<file path="src/design/field_mapper_regs.vh">
// Register map, field positions, reset values and segment figures of the field encrypt mapper.
// Assumes inclusion by the mapper module and its testbench; holds definitions and nothing else.
`ifndef FIELD_MAPPER_REGS_VH
`define FIELD_MAPPER_REGS_VH

`define OFS_CTRL       8'h00
`define OFS_START      8'h04
`define OFS_USED       8'h08
`define OFS_STATUS     8'h0C
`define OFS_INDEX      8'h10
`define OFS_SEGLEN     8'h14

`define CTRL_CFG_LSB   0
`define CTRL_SLOT_LSB  4
`define CTRL_FMT_LSB   8
`define CTRL_TCIPH_BIT 12
`define STATUS_BUSY    0
`define STATUS_SEG     1
`define STATUS_DONE    2

`define CTRL_RESET     16'h0000
`define USED_RESET     13'h0000

`define CFG_1A         3'h0
`define CFG_1B         3'h1
`define CFG_2          3'h2
`define CFG_3          3'h3
`define CFG_4A         3'h4
`define CFG_4B         3'h5
`define CFG_5          3'h6
`define CFG_6          3'h7

`define SLOT_DOUBLE    3'h0
`define SLOT_FULL      3'h1
`define SLOT_HALF      3'h2
`define SLOT_LONG640   3'h3
`define SLOT_LONG672   3'h4

`define FMT_UNPROT     2'h0
`define FMT_SINGLE     2'h1
`define FMT_MULTI      2'h2
`define FMT_ENCODED    2'h3

`define TAIL_BASE      13'h0028
`define TAIL_4A        13'h0050
`define TAIL_4B        13'h0078
`define TAIL_FIRST_A   8
`define B_DOUBLE       13'h0320
`define B_FULL         13'h0140
`define B_HALF         13'h0050
`define B_LONG640      13'h0280
`define B_LONG672      13'h02A0
`define SUB_LEN        7'h50
`define SUB_DATA       7'h40

`endif

</file>
<file path="src/design/multilevel_field_encrypt_mapper.v">
// Field encrypt mapper: XORs keystream pieces onto tail and B-field bits, one bit per step.
// Assumes a keystream source and a bit stream from the burst framing on the same aclk.
//
// How it works
// - One keystream piece per D-field, two per pair.
// - Piece length picked from slot and configuration.
// - Length is tail portion plus B portion.
// - Piece bits indexed from zero upward.
// - Configs other than 4a and 4b cipher tail takes bits 0..39.
// - Configs other than 4a and 4b B bit i uses bit i+40.
// - Config 4a cipher tail takes bits 0..79.
// - Config 4a B bit i uses bit i+80.
// - Config 4b cipher tail takes bits 0..119.
// - Config 4b B bit i uses bit i+120.
// - B bit count follows slot and configuration.
// - Long slots give 640 or 672 scaled.
// - Check bits and X-field stay clear.
// - Encoded payload XORed using leading piece bits.
// - Encoded mode keeps full piece length.
// - Eight configuration codes are accepted; 1a and 1b map alike.
// - Other encrypt rules as base formats.
// - Check-bit keystream generated, kept aligned, unused.
// - Subfield x bit i uses 80x+i plus tail length (40, 80 or 120) offset.
`include "field_mapper_regs.vh"
`timescale 1ns/1ns
`default_nettype none

module multilevel_field_encrypt_mapper (
  input  wire        aclk,
  input  wire        aresetn,
  input  wire [7:0]  s_axi_awaddr,
  input  wire        s_axi_awvalid,
  output wire        s_axi_awready,
  input  wire [31:0] s_axi_wdata,
  input  wire [3:0]  s_axi_wstrb,
  input  wire        s_axi_wvalid,
  output wire        s_axi_wready,
  output reg  [1:0]  s_axi_bresp,
  output reg         s_axi_bvalid,
  input  wire        s_axi_bready,
  input  wire [7:0]  s_axi_araddr,
  input  wire        s_axi_arvalid,
  output wire        s_axi_arready,
  output reg  [31:0] s_axi_rdata,
  output reg  [1:0]  s_axi_rresp,
  output reg         s_axi_rvalid,
  input  wire        s_axi_rready,
  input  wire        ks_valid,
  input  wire        ks_bit,
  output wire        ks_ready,
  input  wire        din_valid,
  input  wire        din_bit,
  output wire        din_ready,
  output reg         dout_valid,
  output reg         dout_bit,
  input  wire        dout_ready
);

  // B portion per slot for the single-rate configurations, then scaled by bits per symbol.
  // Half slot in configuration 6 therefore gives 480 B bits, in line with the segment lengths.
  // Framing that expects 560 B bits in that case must not use this mapper.
  function [12:0] b_len;
    input [2:0] cfg;
    input [2:0] slot;
    reg   [12:0] base;
    reg   [2:0]  mult;
    begin
      base = `B_DOUBLE;
      mult = 3'd1;
      if (slot == `SLOT_FULL) begin
        base = `B_FULL;
      end else if (slot == `SLOT_HALF) begin
        base = `B_HALF;
      end else if (slot == `SLOT_LONG640) begin
        base = `B_LONG640;
      end else if (slot == `SLOT_LONG672) begin
        base = `B_LONG672;
      end
      case (cfg)
        `CFG_2, `CFG_4A: mult = 3'd2;
        `CFG_3, `CFG_4B: mult = 3'd3;
        `CFG_5:          mult = 3'd4;
        `CFG_6:          mult = 3'd6;
        default:         mult = 3'd1;
      endcase
      b_len = base * {10'd0, mult};
    end
  endfunction

  function [12:0] tail_len;
    input [2:0] cfg;
    begin
      if (cfg == `CFG_4A) begin
        tail_len = `TAIL_4A;
      end else if (cfg == `CFG_4B) begin
        tail_len = `TAIL_4B;
      end else begin
        tail_len = `TAIL_BASE;
      end
    end
  endfunction

  // Registers sit on aligned words, so the two low address bits are ignored.
  function [7:0] word_addr;
    input [7:0] addr;
    begin
      word_addr = {addr[7:2], 2'b00};
    end
  endfunction

  localparam [1:0] RESP_SLVERR = 2'b10;

  reg  [15:0] ctrl;
  reg  [12:0] used;
  reg         busy;
  reg         seg;
  reg         done;
  reg  [12:0] idx;
  reg  [6:0]  sub_pos;
  reg         aw_hold;
  reg  [7:0]  aw_addr;
  reg         w_hold;
  reg  [31:0] w_data;
  reg  [3:0]  w_strb;

  wire [2:0]  cfg      = ctrl[`CTRL_CFG_LSB +: 3];
  wire [2:0]  slot     = ctrl[`CTRL_SLOT_LSB +: 3];
  wire [1:0]  fmt      = ctrl[`CTRL_FMT_LSB +: 2];
  wire        t_cipher = ctrl[`CTRL_TCIPH_BIT];
  wire [12:0] t_len    = tail_len(cfg);
  wire [12:0] bf_len   = b_len(cfg, slot);
  wire [12:0] seg_len  = t_len + bf_len;
  wire        in_tail  = idx < t_len;
  wire [12:0] b_pos    = idx - t_len;
  wire        partial  = (fmt == `FMT_SINGLE) || (fmt == `FMT_ENCODED);
  wire [12:0] b_active = (partial && used < bf_len) ? used : bf_len;
  // A keystream bit outside the used B span is consumed without a data bit.
  wire        need     = in_tail || (b_pos < b_active);
  // Check bits still pass through so the framing stream stays intact, only unencrypted.
  wire        apply    = in_tail ? t_cipher :
                         ((fmt != `FMT_MULTI) || (sub_pos < `SUB_DATA));
  wire        out_free = !dout_valid || dout_ready;
  wire        step     = busy && ks_valid && (!need || (din_valid && out_free));
  wire        last     = idx == seg_len - 13'd1;

  assign ks_ready  = step;
  assign din_ready = step && need;

  always @(posedge aclk) begin
    if (!aresetn) begin
      dout_valid <= 1'b0;
      dout_bit   <= 1'b0;
    end else begin
      if (step && need) begin
        dout_valid <= 1'b1;
        dout_bit   <= din_bit ^ (apply & ks_bit);
      end else if (dout_ready) begin
        dout_valid <= 1'b0;
      end
    end
  end

  // A write completes only once both address and data are held and no response waits.
  wire wr_go  = aw_hold && w_hold && !s_axi_bvalid;
  wire start  = wr_go && aw_addr == `OFS_START && w_strb[0] && w_data[0] && !busy;
  wire clr_dn = wr_go && aw_addr == `OFS_STATUS && w_strb[0] && w_data[`STATUS_DONE];
  wire set_dn = step && last && seg;

  always @(posedge aclk) begin
    if (!aresetn) begin
      busy    <= 1'b0;
      seg     <= 1'b0;
      done    <= 1'b0;
      idx     <= 13'd0;
      sub_pos <= 7'd0;
    end else begin
      // A pair completing in the same cycle as a clear keeps done set.
      if (set_dn) begin
        done <= 1'b1;
      end else if (clr_dn) begin
        done <= 1'b0;
      end
      if (start) begin
        busy    <= 1'b1;
        seg     <= 1'b0;
        idx     <= 13'd0;
        sub_pos <= 7'd0;
      end else if (step) begin
        // The second segment's last bit ends the pair; the first only flips the segment.
        if (last) begin
          idx     <= 13'd0;
          sub_pos <= 7'd0;
          seg     <= ~seg;
          busy    <= ~seg;
        end else begin
          idx <= idx + 13'd1;
          if (!in_tail) begin
            sub_pos <= (sub_pos == `SUB_LEN - 7'd1) ? 7'd0 : sub_pos + 7'd1;
          end
        end
      end
    end
  end

  // Register map: CTRL holds configuration, slot, B format and tail type; USED holds the
  // B bit count for single-subfield and encoded formats; START launches a pair; STATUS shows
  // busy, current segment and the sticky done flag, which a written one clears.
  // INDEX and SEGLEN are read-only views of the datapath. Other addresses answer SLVERR.
  assign s_axi_awready = !aw_hold;
  assign s_axi_wready  = !w_hold;
  assign s_axi_arready = !s_axi_rvalid;

  always @(posedge aclk) begin
    if (!aresetn) begin
      aw_hold      <= 1'b0;
      aw_addr      <= 8'h00;
      w_hold       <= 1'b0;
      w_data       <= 32'h0000_0000;
      w_strb       <= 4'h0;
      s_axi_bvalid <= 1'b0;
      s_axi_bresp  <= 2'b00;
      ctrl         <= `CTRL_RESET;
      used         <= `USED_RESET;
    end else begin
      if (s_axi_awvalid && !aw_hold) begin
        aw_hold <= 1'b1;
        aw_addr <= word_addr(s_axi_awaddr);
      end
      if (s_axi_wvalid && !w_hold) begin
        w_hold <= 1'b1;
        w_data <= s_axi_wdata;
        w_strb <= s_axi_wstrb;
      end
      if (wr_go) begin
        aw_hold      <= 1'b0;
        w_hold       <= 1'b0;
        s_axi_bvalid <= 1'b1;
        s_axi_bresp  <= 2'b00;
        // Settings stay frozen while a pair is in flight.
        if (aw_addr == `OFS_CTRL) begin
          if (!busy && w_strb[0]) begin
            ctrl[7:0] <= w_data[7:0];
          end
          if (!busy && w_strb[1]) begin
            ctrl[15:8] <= w_data[15:8];
          end
        end else if (aw_addr == `OFS_USED) begin
          if (!busy && w_strb[0]) begin
            used[7:0] <= w_data[7:0];
          end
          if (!busy && w_strb[1]) begin
            used[12:8] <= w_data[12:8];
          end
        end else if (aw_addr == `OFS_START || aw_addr == `OFS_STATUS) begin
          s_axi_bresp <= 2'b00;
        end else if (aw_addr == `OFS_INDEX || aw_addr == `OFS_SEGLEN) begin
          s_axi_bresp <= 2'b00;
        end else begin
          s_axi_bresp <= RESP_SLVERR;
        end
      end else if (s_axi_bready) begin
        s_axi_bvalid <= 1'b0;
      end
    end
  end

  wire [7:0] ra = word_addr(s_axi_araddr);

  // Reads answer one cycle after the address is taken and hold until rready.

  always @(posedge aclk) begin
    if (!aresetn) begin
      s_axi_rvalid <= 1'b0;
      s_axi_rdata  <= 32'h0000_0000;
      s_axi_rresp  <= 2'b00;
    end else if (s_axi_arvalid && !s_axi_rvalid) begin
      s_axi_rvalid <= 1'b1;
      s_axi_rresp  <= 2'b00;
      if (ra == `OFS_CTRL) begin
        s_axi_rdata <= {16'h0000, ctrl};
      end else if (ra == `OFS_USED) begin
        s_axi_rdata <= {19'h0_0000, used};
      end else if (ra == `OFS_START) begin
        s_axi_rdata <= 32'h0000_0000;
      end else if (ra == `OFS_STATUS) begin
        s_axi_rdata <= {29'h0000_0000, done, seg, busy};
      end else if (ra == `OFS_INDEX) begin
        s_axi_rdata <= {19'h0_0000, idx};
      end else if (ra == `OFS_SEGLEN) begin
        s_axi_rdata <= {19'h0_0000, seg_len};
      end else begin
        s_axi_rdata <= 32'h0000_0000;
        s_axi_rresp <= RESP_SLVERR;
      end
    end else if (s_axi_rready) begin
      s_axi_rvalid <= 1'b0;
    end
  end

endmodule // multilevel_field_encrypt_mapper

`default_nettype wire

</file>
<file path="config.mk">
export PLATFORM = sky130hd
export DESIGN_NAME = multilevel_field_encrypt_mapper
export DESIGN_NICKNAME = d
export VERILOG_FILES = /design/src/design/multilevel_field_encrypt_mapper.v
export VERILOG_INCLUDE_DIRS = /design/src /design/src/design
export SDC_FILE = /design/constraint.sdc
export NUM_CORES = 1
export LEC_CHECK = 0
export ABC_AREA = 0
export BUFFER_PORTS_ARGS = -buffer_cell sky130_fd_sc_hd__buf_2
export CORE_MARGIN = 1
export CORE_UTILIZATION = 45
export DETAILED_ROUTE_END_ITERATION = 10
export GPL_TIMING_DRIVEN = 0
export PLACE_DENSITY = 0.63
export SYNTH_ARGS = -nofsm -noshare
export SYNTH_HDL_FRONTEND = slang
export SYNTH_SLANG_ARGS = --single-unit
</file>
<file path="constraint.sdc">
create_clock -name aclk -period 15.1 [get_ports aclk]
set_clock_uncertainty 0.2 [all_clocks]
set_input_delay 3.02 -clock aclk [delete_from_list [all_inputs] [get_ports aclk]]
set_output_delay 3.02 -clock aclk [all_outputs]
set_load 0.02 [all_outputs]
</file>
==> flow_metrics.env <==
export IMPL_ctsHoldBuffers=0
export IMPL_synth_most_common_cell="dfxtp_1"
export IMPL_vias_per_cell=5.217
export IMPL_gp_congestion=0.8774
export IMPL_yosys_top_cells_area="dfxtp_1 31%, ha_1 7.3%, mux2i_1 6.6%"
export IMPL_fillers=1407
export IMPL_slowest_stage="fa_1"
export IMPL_maxCapViolations=0
export IMPL_yosys_top_cells_count="100 x dfxtp_1, 93 x nand2_1, 59 x nor2_1"
export IMPL_drt_iter0_markers=270
export IMPL_die_w_microns=122.6
export IMPL_vdd_ir_drop_worst_mv=0.05953
export IMPL_async_flop_share_pct=0
export IMPL_max_slew_worst_pin_slew_ns=0.8552
export IMPL_ys_seq_elements=100
export IMPL_p_leak_nw=3.079
export IMPL_dp_cells=1059
export IMPL_path_clk_slew_ns=0.07
export IMPL_ys_flop_type="dfxtp_1"
export IMPL_syn_area_per_cell_sq_um=8.224
export IMPL_num_antenna_cells=0
export IMPL_num_vias=5608
export IMPL_start_util_pct=46.62
export IMPL_dieArea_sq_um=15030
export IMPL_dr_wl_met3_microns=976
export IMPL_core_area_sq_um=14040
export IMPL_placementRows=43
export IMPL_clock_sinks=100
export IMPL_grt_overflow_total=0
export IMPL_fmax_mhz=89.63
export IMPL_instances_no_fill=1075
export IMPL_final_layout_size_suffix_gt1_share_pct=14.75
export IMPL_cts_buffers=9
export IMPL_grt_antenna_before_repair=0
export IMPL_slew_violations=0
export IMPL_grt_start_max_net_pins=19
export IMPL_grt_pass1_vias=5272
export IMPL_p_total_w=0.0005474
export IMPL_top_layer="met4"
export IMPL_cts_setup_buffers=0
export IMPL_powerDensity_nw_per_um2=73.38
export IMPL_die_h_microns=122.6
export IMPL_setup_ws_ns=3.943
export IMPL_met1_length_microns=7742
export IMPL_port_buffers=66
export IMPL_rsz0062_at_grt="false"
export IMPL_dpl_worst_slack_ns=4.299
export IMPL_htree_levels=3
export IMPL_syn_area_sq_um=6546
export IMPL_setup_viol=0
export IMPL_yosysTopAreaCell="dfxtp_1"
export IMPL_tns_ns=0
export IMPL_clockRootBuffer="clkbuf_16"
export IMPL_fin_area_sq_um=7460
export IMPL_ctsResizeCount=0
export IMPL_clk_latency_ns=0.36
export IMPL_path_class="reg2out"
export IMPL_start_kind="register"
export IMPL_end_kind="output port"
export IMPL_cts_buffer_depth=2
export IMPL_grt_pass1_wl_microns=26900
export IMPL_cp_arrival_ns=7.94
export IMPL_hold_class="reg2reg"
export IMPL_dr_pass1_iters=5
export IMPL_syn_inst=796
export IMPL_wl_per_cell_microns=15.51
export IMPL_syn2layout_area_growth_pct=13.95
export IMPL_max_slew_margin_pct=42.55
export IMPL_synth_top_area_share_pct=30.58
export IMPL_met2_wirelength_microns=7550
export IMPL_period_share_pct=73.89
export IMPL_min_period_ns=11.16
export IMPL_final_net_count=999
export IMPL_yosys_warnings=0
export IMPL_drt_wl_total_microns=16680
export IMPL_tritoncts="done"
export IMPL_hpwl_microns=13360
export IMPL_hold_violations=0
export IMPL_synth_edf_count=0
export IMPL_synth_distinct_cells=65
export IMPL_ant_nets=0
export IMPL_drc=0
export IMPL_yosysSeqAreaShare_pct=30.58
export IMPL_placed_cell_area_sq_um=7166
export IMPL_io_pins=109
export IMPL_grt_use_total_pct=23.66
export IMPL_max_stage_delay_ns=0.55
export IMPL_status="finished, final reports clean"
export IMPL_crit_required_ns=11.88
export IMPL_path_max_fanout=10
[path summary, 6_finish.rpt]
kind / start / end / slack (ns) / cells after the start
setup / recovery: ctrl[4] / din_ready / 3.94 / 29
setup reg to reg: ctrl[4] / idx[12] / 7.19 / 30
hold reg to reg: s_axi_rdata[13] / s_axi_rdata[13] / 0.26 / 2
hold / removal: s_axi_rdata[13] / s_axi_rdata[13] / 0.26 / 2
[layer usage]
metal  up-vias  GRT usage [%]
li1       2907              -
met4         0          8.384
met5         -              0
met1      2528          30.46
met3        25          5.437
met2       148          38.55
[per-stage QoR]
step	hold slack (ns)	utilization, %
final	0.2615	53.12
after global routing	0.2918	53.12
after CTS	0.2663	53.12
after detailed placement	0.2574	51.03
after global placement	0.2530	51.03
after floorplan	0.2431	-
[final cells by class]
| type | count | area (sq um) | area share (%) |
|---|---|---|---|
| Tap cell | 180 | 225.2 | 3.019 |
| Inverter | 38 | 142.6 | 1.912 |
| Sequential cell | 100 | 2002 | 26.84 |
| Multi-Input combinational cell | 622 | 4182 | 56.06 |
| Clock buffer | 10 | 239.0 | 3.204 |
| Clock inverter | 6 | 55.05 | 0.7380 |
| Buffer | 53 | 284.0 | 3.807 |
| Timing Repair Buffer | 66 | 330.3 | 4.428 |
[flip-flops by register name, summed over array words and instances, names as in the netlist, 2 cells and up]
name / flops
w_data: 16
idx: 13
w_strb: 2
used: 13
sub_pos: 7
ctrl: 16
aw_addr: 6
s_axi_rdata: 16
[power breakdown]
group / internal [W] / leakage, nW / total, W / switching [W]
Combinational: 0.0000189 / 2.13 / 0.0000471 / 0.0000282
Sequential: 0.000269 / 0.810 / 0.000273 / 0.00000430
Clock: 0.000119 / 0.143 / 0.000227 / 0.000108
[worst max-delay path, delay by kind of cell, from the launching register on]
kind	cells	cell delay, ns
AND/OR/NAND/NOR	9	2.18
adder cells (fa/ha/maj)	4	1.47
XOR/XNOR	1	0.14
AO/OA/AOI/OAI	9	2.12
flip-flops	1	0.31
buffers and inverters	6	1.35
[kinds of logic (layout without fill, tap and decap cells)]
| group | Yosys count | in the layout | share of synthesized area (%) |
|---|---|---|---|
| adders and majority gates | 45 | 45 | 9.404 |
| xor gates and xnor gates | 41 | 41 | 5.810 |
| buffers and inverters | 91 | 173 | 6.518 |
| DFF | 100 | 100 | 30.58 |
| AOI/OAI and AO/OA | 147 | 147 | 15.21 |
| and+or+nand+nor | 328 | 328 | 25.84 |
| other | 1 | 18 | 0.05728 |
| muxes | 43 | 43 | 6.575 |
[placed cells by master, fill, tap and decap left out, types with 4 or more instances in the layout]
master     netlist  routed
dfxtp_1        100     100
nand2_1         93      93
buf_2            1      67
nor2_1          59      59
nor2b_1         55      55
mux2i_1         43      43
ha_1            38      38
inv_1           35      35
clkbuf_1        33      33
a21boi_0        32      32
a21oi_1         30      30
xnor2_1         28      28
o21ai_0         21      21
nand3_1         20      20
buf_4           18      18
conb_1           1      18
nor3_1          16      16
nand4_1         13      13
nand2b_1        13      13
a211oi_1        12      12
xor2_1          11      11
nor2_2          10      10
o211ai_1         9       9
clkbuf_16        0       9
o22ai_1          8       8
or2_2            7       7
fa_1             7       7
and3_1           6       6
nor4_1           6       6
or3_1            5       5
and2_1           4       4
o221ai_1         4       4
nor3b_1          4       4
a22oi_1          4       4
Note: power is estimated with default switching activity, not from simulation.
